[src/core/dss_map.vh]
// Constants for the start, stop, shutoff and second-function input logic
`ifndef DSS_MAP_VH
`define DSS_MAP_VH
`define DSS_CLK_MHZ 25
`define DSS_FILT_US 100
`define DSS_FILT_CYC (`DSS_FILT_US * `DSS_CLK_MHZ)
`define DSS_CYC_PER_SEC 25000000
`define DSS_NUM_TERM 7
`define DSS_FUNC_W 14
`define DSS_SET_W 16
`define DSS_SEL_W 5
`define DSS_NUM_SET 22
// Function codes
`define DSS_FN_SHUTOFF 14'd24
`define DSS_FN_SECOND 14'd3
`define DSS_FN_FWD 14'd60
`define DSS_FN_REV 14'd61
// Stop-method codes and ranges
`define DSS_SM_DECEL 16'd9999
`define DSS_SM_DECEL_DIR 16'd8888
`define DSS_SM_LOW_MAX 16'd100
`define DSS_SM_HI_MIN 16'd1000
`define DSS_SM_HI_MAX 16'd1100
`define DSS_SM_OFFSET 16'd1000
`define DSS_ALT_SAME 16'd9999
// Setting store indices
`define DSS_IX_STOP 5'd0
`define DSS_IX_TB 5'd1
`define DSS_IX_BF 5'd2
`define DSS_IX_AT 5'd3
`define DSS_IX_DT 5'd4
`define DSS_IX_TH 5'd5
`define DSS_IX_ST 5'd6
`define DSS_IX_MT 5'd7
`define DSS_IX_ALT_TB 5'd8
`define DSS_IX_ALT_BF 5'd9
`define DSS_IX_ALT_AT 5'd10
`define DSS_IX_ALT_DT 5'd11
`define DSS_IX_ALT_TH 5'd12
`define DSS_IX_ALT_ST 5'd13
`define DSS_IX_ALT_MT 5'd14
`define DSS_IX_TERM0 5'd15
// Reset values
`define DSS_RST_STOP 16'd9999
`define DSS_RST_ALT_DT 16'd9999
`define DSS_RST_TERM0 16'd60
`define DSS_RST_TERM1 16'd61
`define DSS_RST_TERM2 16'd24
`define DSS_RST_TERM3 16'd3
`define DSS_RST_NONE 16'd9999
`define DSS_RST_ZERO 16'h0000
`endif

[src/core/dss_infilt.v]
// Two-stage synchroniser with a stability filter for one terminal input
`timescale 1ns/100ps
module dss_infilt #(
  parameter FILT_CYC = 2500
) (
  // Clock and reset
  input wire clk,
  input wire rstn,
  // Raw and filtered level
  input wire din,
  output reg dout
);
  reg meta_ff;
  reg sync_ff;
  reg [11:0] cnt_ff;

  always @(posedge clk or negedge rstn)
  begin
    if (!rstn)
    begin
      meta_ff <= 1'b0;
      sync_ff <= 1'b0;
      cnt_ff <= 12'h000;
      dout <= 1'b0;
    end
    else
    begin
      meta_ff <= din;
      sync_ff <= meta_ff;
      // Level must hold for the whole window before it is passed on
      if (sync_ff == dout)
        cnt_ff <= 12'h000;
      else if (cnt_ff == FILT_CYC[11:0] - 12'h001)
      begin
        cnt_ff <= 12'h000;
        dout <= sync_ff;
      end
      else
        cnt_ff <= cnt_ff + 12'h001;
    end
  end
endmodule // dss_infilt

[src/core/dss_top.v]
// Start/stop, output-shutoff and second-function input decoding
`timescale 1ns/100ps
`include "dss_map.vh"
module dss_top #(
  parameter CYC_PER_SEC = `DSS_CYC_PER_SEC
) (
  // Clock and reset
  input wire CLK,
  input wire RSTN,
  // Terminals
  input wire [`DSS_NUM_TERM-1:0] TERM_IN,
  input wire COMM_SHUTOFF_IN,
  input wire NET_MODE,
  // Setting write port
  input wire SET_WR_EN,
  input wire [`DSS_SEL_W-1:0] SET_WR_SEL,
  input wire [`DSS_SET_W-1:0] SET_WR_DATA,
  input wire [`DSS_SET_W-1:0] USER_GROUP_READ_SELECT,
  output reg SET_WR_REFUSED,
  // Drive feedback
  input wire MOTOR_STOPPED,
  // Drive commands
  output reg RUN_REQ,
  output reg DIR_REVERSE,
  output reg DECEL_REQ,
  output reg OUTPUT_SHUTOFF,
  output reg SECOND_FUNC_ACTIVE,
  // Active drive settings
  output reg [`DSS_SET_W-1:0] ACT_TORQUE_BOOST,
  output reg [`DSS_SET_W-1:0] ACT_BASE_FREQ,
  output reg [`DSS_SET_W-1:0] ACT_ACCEL_TIME,
  output reg [`DSS_SET_W-1:0] ACT_DECEL_TIME,
  output reg [`DSS_SET_W-1:0] ACT_THERMAL_LEVEL,
  output reg [`DSS_SET_W-1:0] ACT_STALL_LEVEL,
  output reg [`DSS_SET_W-1:0] ACT_MOTOR_TYPE
);
  localparam ST_IDLE = 2'd0;
  localparam ST_RUN = 2'd1;
  localparam ST_DECEL = 2'd2;
  localparam ST_COAST = 2'd3;

  reg [`DSS_SET_W-1:0] set_ff [0:`DSS_NUM_SET-1];
  wire [`DSS_NUM_TERM-1:0] term_flt;
  wire [`DSS_NUM_TERM-1:0] hit_shut;
  wire [`DSS_NUM_TERM-1:0] hit_sec;
  wire [`DSS_NUM_TERM-1:0] hit_fwd;
  wire [`DSS_NUM_TERM-1:0] hit_rev;

  function [`DSS_SET_W-1:0] rst_val;
    input integer ix;
    begin
      case (ix)
        0: rst_val = `DSS_RST_STOP;
        11: rst_val = `DSS_RST_ALT_DT;
        15: rst_val = `DSS_RST_TERM0;
        16: rst_val = `DSS_RST_TERM1;
        17: rst_val = `DSS_RST_TERM2;
        18: rst_val = `DSS_RST_TERM3;
        19, 20, 21: rst_val = `DSS_RST_NONE;
        default: rst_val = `DSS_RST_ZERO;
      endcase
    end
  endfunction

  genvar g;
  generate
    for (g = 0; g < `DSS_NUM_SET; g = g + 1)
    begin : g_set
      always @(posedge CLK or negedge RSTN)
      begin
        if (!RSTN)
          set_ff[g] <= rst_val(g);
        else if (SET_WR_EN && SET_WR_SEL == g && USER_GROUP_READ_SELECT == 16'h0000)
          set_ff[g] <= SET_WR_DATA;
      end
    end
    for (g = 0; g < `DSS_NUM_TERM; g = g + 1)
    begin : g_term
      wire [`DSS_FUNC_W-1:0] fn;
      assign fn = set_ff[`DSS_IX_TERM0 + g][`DSS_FUNC_W-1:0];
      dss_infilt #(.FILT_CYC(`DSS_FILT_CYC)) u_filt (
        .clk(CLK),
        .rstn(RSTN),
        .din(TERM_IN[g]),
        .dout(term_flt[g])
      );
      // Same function on several terminals is ORed below
      assign hit_shut[g] = term_flt[g] && fn == `DSS_FN_SHUTOFF;
      assign hit_sec[g] = term_flt[g] && fn == `DSS_FN_SECOND;
      assign hit_fwd[g] = term_flt[g] && fn == `DSS_FN_FWD;
      assign hit_rev[g] = term_flt[g] && fn == `DSS_FN_REV;
    end
  endgenerate

  always @(posedge CLK or negedge RSTN)
  begin
    if (!RSTN)
      SET_WR_REFUSED <= 1'b0;
    else
      SET_WR_REFUSED <= SET_WR_EN && USER_GROUP_READ_SELECT != 16'h0000;
  end

  // Stop-method decode
  wire [`DSS_SET_W-1:0] sm = set_ff[`DSS_IX_STOP];
  wire sm_low = sm <= `DSS_SM_LOW_MAX;
  wire sm_hi = sm >= `DSS_SM_HI_MIN && sm <= `DSS_SM_HI_MAX;
  wire sm_timed = sm_low || sm_hi;
  wire dir_mode = sm_hi || sm == `DSS_SM_DECEL_DIR;
  wire [`DSS_SET_W-1:0] coast_sec = sm_hi ? sm - `DSS_SM_OFFSET : sm;

  wire fwd = |hit_fwd;
  wire rev = |hit_rev;
  // Terminal shutoff is never gated by mode; communication only in network mode
  wire shut = (|hit_shut) || (COMM_SHUTOFF_IN && NET_MODE);
  wire sec = |hit_sec;

  reg start_c;
  reg rev_c;
  always @*
  begin
    if (dir_mode)
    begin
      start_c = fwd;
      rev_c = rev;
    end
    else
    begin
      start_c = fwd ^ rev;
      rev_c = rev && !fwd;
    end
  end

  reg [1:0] st_ff;
  reg [1:0] nxt_st;
  reg [24:0] pre_ff;
  reg [`DSS_SET_W-1:0] sec_ff;
  wire tick = pre_ff == CYC_PER_SEC[24:0] - 25'd1;
  wire expired = sec_ff >= coast_sec;

  always @*
  begin
    nxt_st = st_ff;
    case (st_ff)
      ST_IDLE:
        if (start_c && !shut)
          nxt_st = ST_RUN;
      ST_RUN:
        if (shut)
          nxt_st = ST_COAST;
        else if (!start_c)
          nxt_st = (sm_timed && coast_sec == 16'h0000) ? ST_COAST : ST_DECEL;
      ST_DECEL:
        if (shut || (sm_timed && expired))
          nxt_st = ST_COAST;
        else if (start_c)
          nxt_st = ST_RUN;
        else if (MOTOR_STOPPED)
          nxt_st = ST_IDLE;
      ST_COAST:
        if (MOTOR_STOPPED && !start_c)
          nxt_st = ST_IDLE;
      default:
        nxt_st = ST_IDLE;
    endcase
  end

  always @(posedge CLK or negedge RSTN)
  begin
    if (!RSTN)
    begin
      st_ff <= ST_IDLE;
      pre_ff <= 25'd0;
      sec_ff <= 16'h0000;
      RUN_REQ <= 1'b0;
      DIR_REVERSE <= 1'b0;
      DECEL_REQ <= 1'b0;
      OUTPUT_SHUTOFF <= 1'b0;
    end
    else
    begin
      st_ff <= nxt_st;
      // Seconds count from the start removal only
      if (nxt_st != ST_DECEL || st_ff != ST_DECEL)
      begin
        pre_ff <= 25'd0;
        sec_ff <= 16'h0000;
      end
      else if (tick)
      begin
        pre_ff <= 25'd0;
        sec_ff <= sec_ff + 16'h0001;
      end
      else
        pre_ff <= pre_ff + 25'd1;
      RUN_REQ <= nxt_st == ST_RUN;
      if (nxt_st == ST_RUN)
        DIR_REVERSE <= rev_c;
      DECEL_REQ <= nxt_st == ST_DECEL;
      // Shutoff also interlocks a start while idle
      OUTPUT_SHUTOFF <= nxt_st == ST_COAST || shut;
    end
  end

  // Alternate decel of 9999 follows the alternate accel time
  wire [`DSS_SET_W-1:0] alt_dt = (set_ff[`DSS_IX_ALT_DT] == `DSS_ALT_SAME) ?
    set_ff[`DSS_IX_ALT_AT] : set_ff[`DSS_IX_ALT_DT];

  always @(posedge CLK or negedge RSTN)
  begin
    if (!RSTN)
    begin
      SECOND_FUNC_ACTIVE <= 1'b0;
      ACT_TORQUE_BOOST <= `DSS_RST_ZERO;
      ACT_BASE_FREQ <= `DSS_RST_ZERO;
      ACT_ACCEL_TIME <= `DSS_RST_ZERO;
      ACT_DECEL_TIME <= `DSS_RST_ZERO;
      ACT_THERMAL_LEVEL <= `DSS_RST_ZERO;
      ACT_STALL_LEVEL <= `DSS_RST_ZERO;
      ACT_MOTOR_TYPE <= `DSS_RST_ZERO;
    end
    else
    begin
      SECOND_FUNC_ACTIVE <= sec;
      ACT_TORQUE_BOOST <= sec ? set_ff[`DSS_IX_ALT_TB] : set_ff[`DSS_IX_TB];
      ACT_BASE_FREQ <= sec ? set_ff[`DSS_IX_ALT_BF] : set_ff[`DSS_IX_BF];
      ACT_ACCEL_TIME <= sec ? set_ff[`DSS_IX_ALT_AT] : set_ff[`DSS_IX_AT];
      ACT_DECEL_TIME <= sec ? alt_dt : set_ff[`DSS_IX_DT];
      ACT_THERMAL_LEVEL <= sec ? set_ff[`DSS_IX_ALT_TH] : set_ff[`DSS_IX_TH];
      ACT_STALL_LEVEL <= sec ? set_ff[`DSS_IX_ALT_ST] : set_ff[`DSS_IX_ST];
      ACT_MOTOR_TYPE <= sec ? set_ff[`DSS_IX_ALT_MT] : set_ff[`DSS_IX_MT];
    end
  end
endmodule // dss_top

[config.mk]
export PLATFORM = sky130hd
export DESIGN_NAME = dss_top
export DESIGN_NICKNAME = d
export VERILOG_FILES = /design/src/core/dss_infilt.v /design/src/core/dss_top.v
export VERILOG_INCLUDE_DIRS = /design/src /design/src/core
export SDC_FILE = /design/constraint.sdc
export NUM_CORES = 1
export LEC_CHECK = 0
export BUFFER_PORTS_ARGS = -buffer_cell sky130_fd_sc_hd__buf_2
export CAP_MARGIN = 30
export CORE_MARGIN = 2
export CORE_UTILIZATION = 55
export CTS_CLUSTER_DIAMETER = 80
export DETAILED_ROUTE_END_ITERATION = 16
export PLACE_DENSITY = 0.71
export RECOVER_POWER = 100
export SLEW_MARGIN = 20
export SYNTH_ARGS = -nofsm -noshare
export SYNTH_HDL_FRONTEND = slang
export SYNTH_SLANG_ARGS = --single-unit
[constraint.sdc]
create_clock -name CLK -period 4.9 [get_ports CLK]
set_input_delay 0.735 -clock CLK [delete_from_list [all_inputs] [get_ports CLK]]
set_output_delay 0.735 -clock CLK [all_outputs]
set_load 0.01 [all_outputs]
==> results of run 1 <==
cell usage after synthesis, types with 3 or more instances:
cell type	count	area share, %
o41ai_1	3	0.10
a31oi_1	3	0.073
buf_4	5	0.15
clkbuf_1	75	1.1
nand3_1	73	1.4
or2_2	4	0.097
a21o_1	7	0.20
nor4_2	37	1.8
o21ai_0	14	0.27
nor2b_1	8	0.19
nor4_1	33	0.80
buf_6	3	0.13
and2_1	3	0.073
buf_2	4	0.078
and3_1	38	0.92
and3b_1	3	0.10
mux2i_1	20	0.78
nor4b_1	10	0.34
nor3_1	19	0.37
xor2_1	77	2.6
a21oi_1	17	0.33
dfrtp_1	551	53
inv_1	38	0.55
nor3b_1	6	0.17
nand2_1	85	1.2
nor4bb_1	14	0.54
ha_1	27	1.3
dfstp_2	53	5.4
buf_1	10	0.15
xnor2_1	42	1.4
nand4_1	34	0.82
mux2_2	440	19
nor2_1	131	1.9
nand2b_1	3	0.073
and4_1	9	0.31
a211oi_1	3	0.087
repair_timing:
item / 4_1_cts / 5_1_grt
hold buffers: 0 / 0
setup buffers: 0 / 8
gates resized for setup: 0 / 0
setup endpoints to repair: 0 / 1
metrics by stage:
step,worst slack (ps),area [um2]
after floorplan,986,25800
after global placement,467,27200
after detailed placement,369,27300
after CTS,354,29400
after global routing,50.4,29000
final,431,29000
kinds of logic after synthesis:
| kind of cell | after synthesis | synth area share (%) |
|---|---|---|
| AOI/OAI and AO/OA | 70 | 2.07 |
| xor gates and xnor gates | 119 | 4.04 |
| adders and majority gates | 27 | 1.31 |
| buffers and inverters | 135 | 2.14 |
| DFF | 604 | 58.9 |
| muxes | 460 | 20.0 |
| and+or+nand+nor | 522 | 11.6 |
final cells by class:
cell class,count,area [um2],share of cell area [%]
Multi-Input combinational cell,1198,9890,34.1
Sequential cell,604,15200,52.4
Tap cell,607,759,2.62
Clock buffer,95,1800,6.22
Antenna cell,1,2.50,0.00863
Clock inverter,18,322,1.11
Inverter,38,143,0.492
Timing Repair Buffer,200,896,3.09
sequential cells by signal, summed over array words and instances (netlist names), 2 cells and up:
register,count
set_ff,224
g_term.fn,98
g_term.u_filt.cnt_ff,84
pre_ff,25
ACT_ACCEL_TIME,16
ACT_BASE_FREQ,16
ACT_DECEL_TIME,16
ACT_MOTOR_TYPE,16
ACT_STALL_LEVEL,16
ACT_THERMAL_LEVEL,16
ACT_TORQUE_BOOST,16
sec_ff,16
sm,16
g_term.u_filt.dout,7
g_term.u_filt.meta_ff,7
g_term.u_filt.sync_ff,7
st_ff,2
layer usage:
layer | share of wire, % | GRT usage [%] | wire length [um] | up-vias
met5 | 0.040 | 0 | 23 | -
met4 | 1.8 | 6.20 | 1040 | 4
met3 | 4.9 | 5.09 | 2820 | 78
met2 | 49 | 39.7 | 28000 | 298
met1 | 44 | 32.8 | 25300 | 8172
li1 | - | - | - | 7200
final timing paths:
check                                                         from                              endpoint  slack [ps]  cells after the start
worst min register to register  g_term[3].u_filt.meta_ff$_DFF_PN0_    g_term[3].u_filt.sync_ff$_DFF_PN0_         350                      0
worst max register to register                   sm[9]$_DFFE_PN1P_                  pre_ff[20]$_DFF_PN0_         430                     16
worst max-delay path                             sm[9]$_DFFE_PN1P_                  pre_ff[20]$_DFF_PN0_         430                     16
worst min-delay path                                    TERM_IN[5]    g_term[5].u_filt.meta_ff$_DFF_PN0_         220                      1
max in group asynchronous                                     RSTN         ACT_TORQUE_BOOST[9]$_DFF_PN0_        1290                      2
min in group asynchronous                                     RSTN  g_term[3].u_filt.cnt_ff[8]$_DFF_PN0_         770                      1
power by group through the flow:
| stage | clock network [uW] | logic, uW | registers [uW] |
|---|---|---|---|
| global placement | 0 | 573 | 5160 |
| floorplan | 0 | 334 | 5150 |
| detailed placement | 0 | 588 | 5160 |
| finish | 4830 | 566 | 5070 |
| CTS | 4930 | 589 | 5070 |
| global route | 5140 | 624 | 5070 |
==> impl_results.md, run 1 <==
- Status: finished, violations left
- Failing checks: capacitance limit, slew limit
- Tot GR Track Use: 24.1%
- P_leak: roughly 0.014 uW
- IO Port Bufs: between 150 and 200
- Most common cell after layout, fill and taps aside: dfrtp_1
- Num rows: 79
- Global-route wire length before repair: around 90000 um
- Mapped Cells: around 1900
- Worst-Skew Late Latency: 640 ps
- CP cell instances: nand4_1, or4b_1, nand2_1, nand2b_1, nor3b_1, xnor2_1, ha_1, and3_1, a221o_1, a31oi_1, o31ai_1, a221oi_1, o22ai_1, o21bai_4, buf_4, nor4_1
- Logic pwr share: 5.4%
- Placed Cells: 2636
- Largest net degree at the start of global routing: 130
- CTS Sinks: 604
- CTS root buf: clkbuf_16
- CP endpoint kind: register
- # IOs: 168
- Fin. max-slew vios: 469
- Fmax achieved: 224 MHz
- Via count: 15752
- Final Core Density: 62.4%
- Post-Layout Cell Count: ~2800
- Hold violation count in the final report: 0
- Fin crit period: 4470 ps
- Chip width: roughly 220 um
- CTS tree: built
- CORE AREA: between 40000 and 50000 um2
- Seq cells post-synth: roughly 600
- Syn Nets: 2014
- Crit path buffers/inverters: 1
- Critical path type: register to register
- Internal Dissipation: 8090 uW
- FILL cells: 3578
- CP Launch Type: register
- Bufs on Longest Clock Path: 3
- H-tree depth: 2
- CP delay by family, top: simple AND/OR/NAND/NOR gates
- Most used DFF post-synth: dfrtp_1
- Die Area: 48600 um2
- Slew HR: -49.2%
- Final Hold Slack: 217 ps
- Final HPWL DP: between 30000 and 40000 um
- Setup TNS: 0 ps
- Cell variety after synth: 66
- Number of synthesized flops with an enable pin: 0
- Routed vias/inst: 5.71
- Post-route ant nets: 0
- Vias in the first global route: 16425
- RSZ-0062 raised after global routing: no
- Grt ovf: 0
- Pwr/cell area: ~360 nW/um2
- First-pass iteration count of the detailed router: 5
- Nets: 2180
- Clk pwr share: 46.1%
- WL final: 57200 um
- Avg WL per Cell: 20.7 um
- Syn Std Cell Area: 25800 um2
- DRT iter0 DRCs: 1089
- Final setup vio count: 0
- Max-cap violations: 5
- Die Height: around 220 um
- Sequential area share after synthesis: between 50% and 60%
- Crit-path max FO: 12
- Starting Density: 55.5%
- Layout area overhead: 12.4%
- P_sw: 2370 uW
- CP max stage cell: or4b_1
- Worst Tran Pin Value: about 2200 ps
- Initial antenna violation count: 5
- Ys async rst share: 100%
- Fin crit share: 91.2%
- Num CTS Buffers: ~60
- Sequential Power Share: 48.5%
- Crit path required time: 5400 ps
- Layout cells sized above 1: about a third
- Final Skew: 30.4 ps
- Mean post-synth cell area: 13.3 um2
- Most frequent cells in the layout: 551 x dfrtp_1, 434 x mux2_2, 151 x clkbuf_1
- Drt drc: 0
- RePlAce Congestion: 0.873
- Ys Warns: 0
- CP Data Arrival Time: 4970 ps
- Slowest stage delay, CP: about 660 ps
- Net Sw Frac: 22.7%
- Maximum VDD drop: 0.000273 V
- Worst Hold Class: input port to register
- Reg clk slew, reported paths: 60 ps
- Total power: 10500 uW
(Power assumes the default switching activity.)
==> inputs of run 2 (changes only) <==
- RECOVER_POWER: 100 -> 25
==> run 2 against run 1 <==
The run still ends with capacitance limit, slew limit left. Global-route usage did not move. Non-clock buffer count unchanged. Combinational power up 11%. Worst setup slack lost 4.1 ps. Sequential power about the same. Clock skew shrank 0.58 ps.
==> impl_results.md, run 2 (same netlist as run 1, synthesis figures left out) <==
- Largest net degree at the start of global routing: 130 (unchanged)
- Clk pwr share: 45.9% (-0.2 points)
- Layout cells sized above 1: 39.2% (+7.8 points)
- Most common cell after layout, fill and taps aside: dfrtp_1
- Multi-input gate area: 10100 um2 (+1.9%)
- Die Height: 221 um (unchanged)
- FILL cells: 3463 (-3.2%)
- Worst-Skew Late Latency: 630 ps (about the same)
- Hold violation count in the final report: 0 (unchanged)
- Cell depth of the worst setup path: 16 (unchanged)
- FF+latch area: 15200 um2 (unchanged)
- CP Launch Type: register
- CTS tree: built
- Starting Density: 55.5% (unchanged)
- Placed Area: 27300 um2 (unchanged)
- Final Skew: 29.8 ps (-0.584 ps)
- CP max stage cell: or4b_1
- Reg2Reg Depth: 16 (unchanged)
- P_leak: 0.0143 uW (+4.3%)
- RR Startpoint: sm[9]$_DFFE_PN1P_
- CORE AREA: 46500 um2 (unchanged)
- Reg clk slew, reported paths: 60 ps (about the same)
- Routed vias/inst: 5.69 (-0.29%)
- Pwr/cell area: 357 nW/um2 (-0.94%)
- Vias in the first global route: 16425 (unchanged)
- Nets: 2180 (unchanged)
- RSZ-0062 raised after global routing: no
- HP Start: TERM_IN[5]
- Crit path buffers/inverters: 1 (unchanged)
- Most flops, register: set_ff
- CP cell instances: nand4_1, or4b_1, nand2_1, nand2b_1, nor3b_1, xnor2_1, ha_1, and3_1, a221o_1, a31oi_1, o31ai_1, a221oi_1, o22ai_1, o21bai_4, buf_4, nor4_2
- IO Port Bufs: 167 (unchanged)
- Internal Dissipation: 8100 uW (+0.23%)
- Global-route wire length before repair: 90600 um (unchanged)
- P_sw: 2420 uW (+1.8%)
- Max-cap violations: 3 (-2)
- Sequential Power Share: 48.2% (-0.3 points)
- Final instance area: 29400 um2 (+1.5%)
- Fin crit period: 4470 ps (+4.12 ps)
- Via count: 15706 (-0.29%)
- Crit path required time: 5410 ps (about the same)
- Num CTS Buffers: 61 (unchanged)
- Hold_buf cts: 0 (unchanged)
- Fin crit share: 91.3% (about the same)
- H-tree depth: 2 (unchanged)
- Logic pwr share: 6.0% (+0.6 points)
- Final Hold Slack: 218 ps (+1.14 ps)
- Hold depth: 1 (unchanged)
- Status: finished, violations left
- Initial antenna violation count: 5 (unchanged)
- Avg WL per Cell: 20.8 um (about the same)
- CP endpoint kind: register
- Post-CTS resize count: 0 (unchanged)
- First-pass iteration count of the detailed router: 5 (unchanged)
- CP delay by family, top: simple AND/OR/NAND/NOR gates
- Most frequent cells in the layout: 551 x dfrtp_1, 440 x mux2_2, 165 x buf_2
- Setup TNS: 0 ps (unchanged)
- Chip width: 221 um (unchanged)
- DRT iter0 DRCs: 1108 (+1.7%)
- RePlAce Congestion: 0.873 (unchanged)
- Failing checks: capacitance limit, slew limit
- # IOs: 168 (unchanged)
- Bufs on Longest Clock Path: 3 (unchanged)
- Final HPWL DP: 36300 um (unchanged)
- Num rows: 79 (unchanged)
- Post-route ant nets: 0 (unchanged)
- Placed Cells: 2636 (unchanged)
- Fin. max-slew vios: 340 (-28%)
- Drt drc: 0 (unchanged)
- WL final: 57300 um (about the same)
- Crit-path max FO: 12 (unchanged)
- CTS Sinks: 604 (unchanged)
- Critical path type: register to register
- Tot GR Track Use: 24.1% (unchanged)
- Post-Layout Cell Count: 2761 (unchanged)
- CTS root buf: clkbuf_16
- Die Area: 48600 um2 (unchanged)
- Slew HR: -51.2% (-2.0 points)
- Fmax achieved: 224 MHz (about the same)
- Worst Hold Class: input port to register
- Net Sw Frac: 23.0% (+0.27 points)
- Critical path startpoint: sm[9]$_DFFE_PN1P_
- CP Data Arrival Time: 4990 ps (+20 ps)
- Layout area overhead: 14.1%
- Slowest stage delay, CP: 660 ps (about the same)
- Number of flip-flops in the largest register: 224 (unchanged)
- Grt ovf: 0 (unchanged)
- Maximum VDD drop: 0.000273 V (about the same)
- Worst Tran Pin Value: 2270 ps (+29.8 ps)
- Final setup vio count: 0 (unchanged)
[run 2: cell count changes in the layout (fill, tap and decap cells not counted), sizes merged]
cell | previous run | this run
buf | 55 | 194
clkbuf | 240 | 101
[run 2: metrics by stage]
step                      power, uW  setup WS (ps)  util (%)
final                         10500            427      63.4
after global routing          10900           85.9      63.4
after CTS                     10600            354      63.3
after detailed placement       5740            369      58.7
after global placement         5730            467      58.6
after floorplan                5490            986         -
[run 2: layer usage]
layer	wire length [um]	vias to the layer above	part of all wire [%]	GRT usage [%]
li1	-	7184	-	-
met1	25300	8134	44	32.8
met2	28000	299	49	39.7
met3	2840	85	5.0	5.09
met4	1130	4	2.0	6.20
met5	23	-	0.040	0
[run 2: cell type report]
cell class	count	area share (%)
diodes	1	0.00850
clock buffers	95	6.13
clock inverters	18	1.09
inverters	38	0.484
multi-input cells	1198	34.2
flip-flops and latches	604	51.6
well taps	607	2.58
repair buffers	200	3.91
[run 2: final timing paths]
check                                                        to  slack [ps]
setup / recovery                           pre_ff[20]$_DFF_PN0_         430
hold / removal               g_term[5].u_filt.meta_ff$_DFF_PN0_         220
setup reg to reg                           pre_ff[20]$_DFF_PN0_         430
hold reg to reg              g_term[3].u_filt.sync_ff$_DFF_PN0_         350
max in group asynchronous         ACT_TORQUE_BOOST[9]$_DFF_PN0_        1260
min in group asynchronous  g_term[3].u_filt.cnt_ff[8]$_DFF_PN0_         780
[run 2: power groups by stage]
stage	Sequential, uW	Clock (uW)	Combinational (uW)
after global routing	5070	5140	688
after CTS	5070	4930	589
after detailed placement	5160	0	588
final	5070	4820	629
after floorplan	5150	0	334
after global placement	5160	0	573
[run 2: what timing repair did]
action                                  in CTS  in global routing
hold endpoints to repair                     0                  0
setup buffers                                0                  8
endpoints found under the setup margin       0                  1
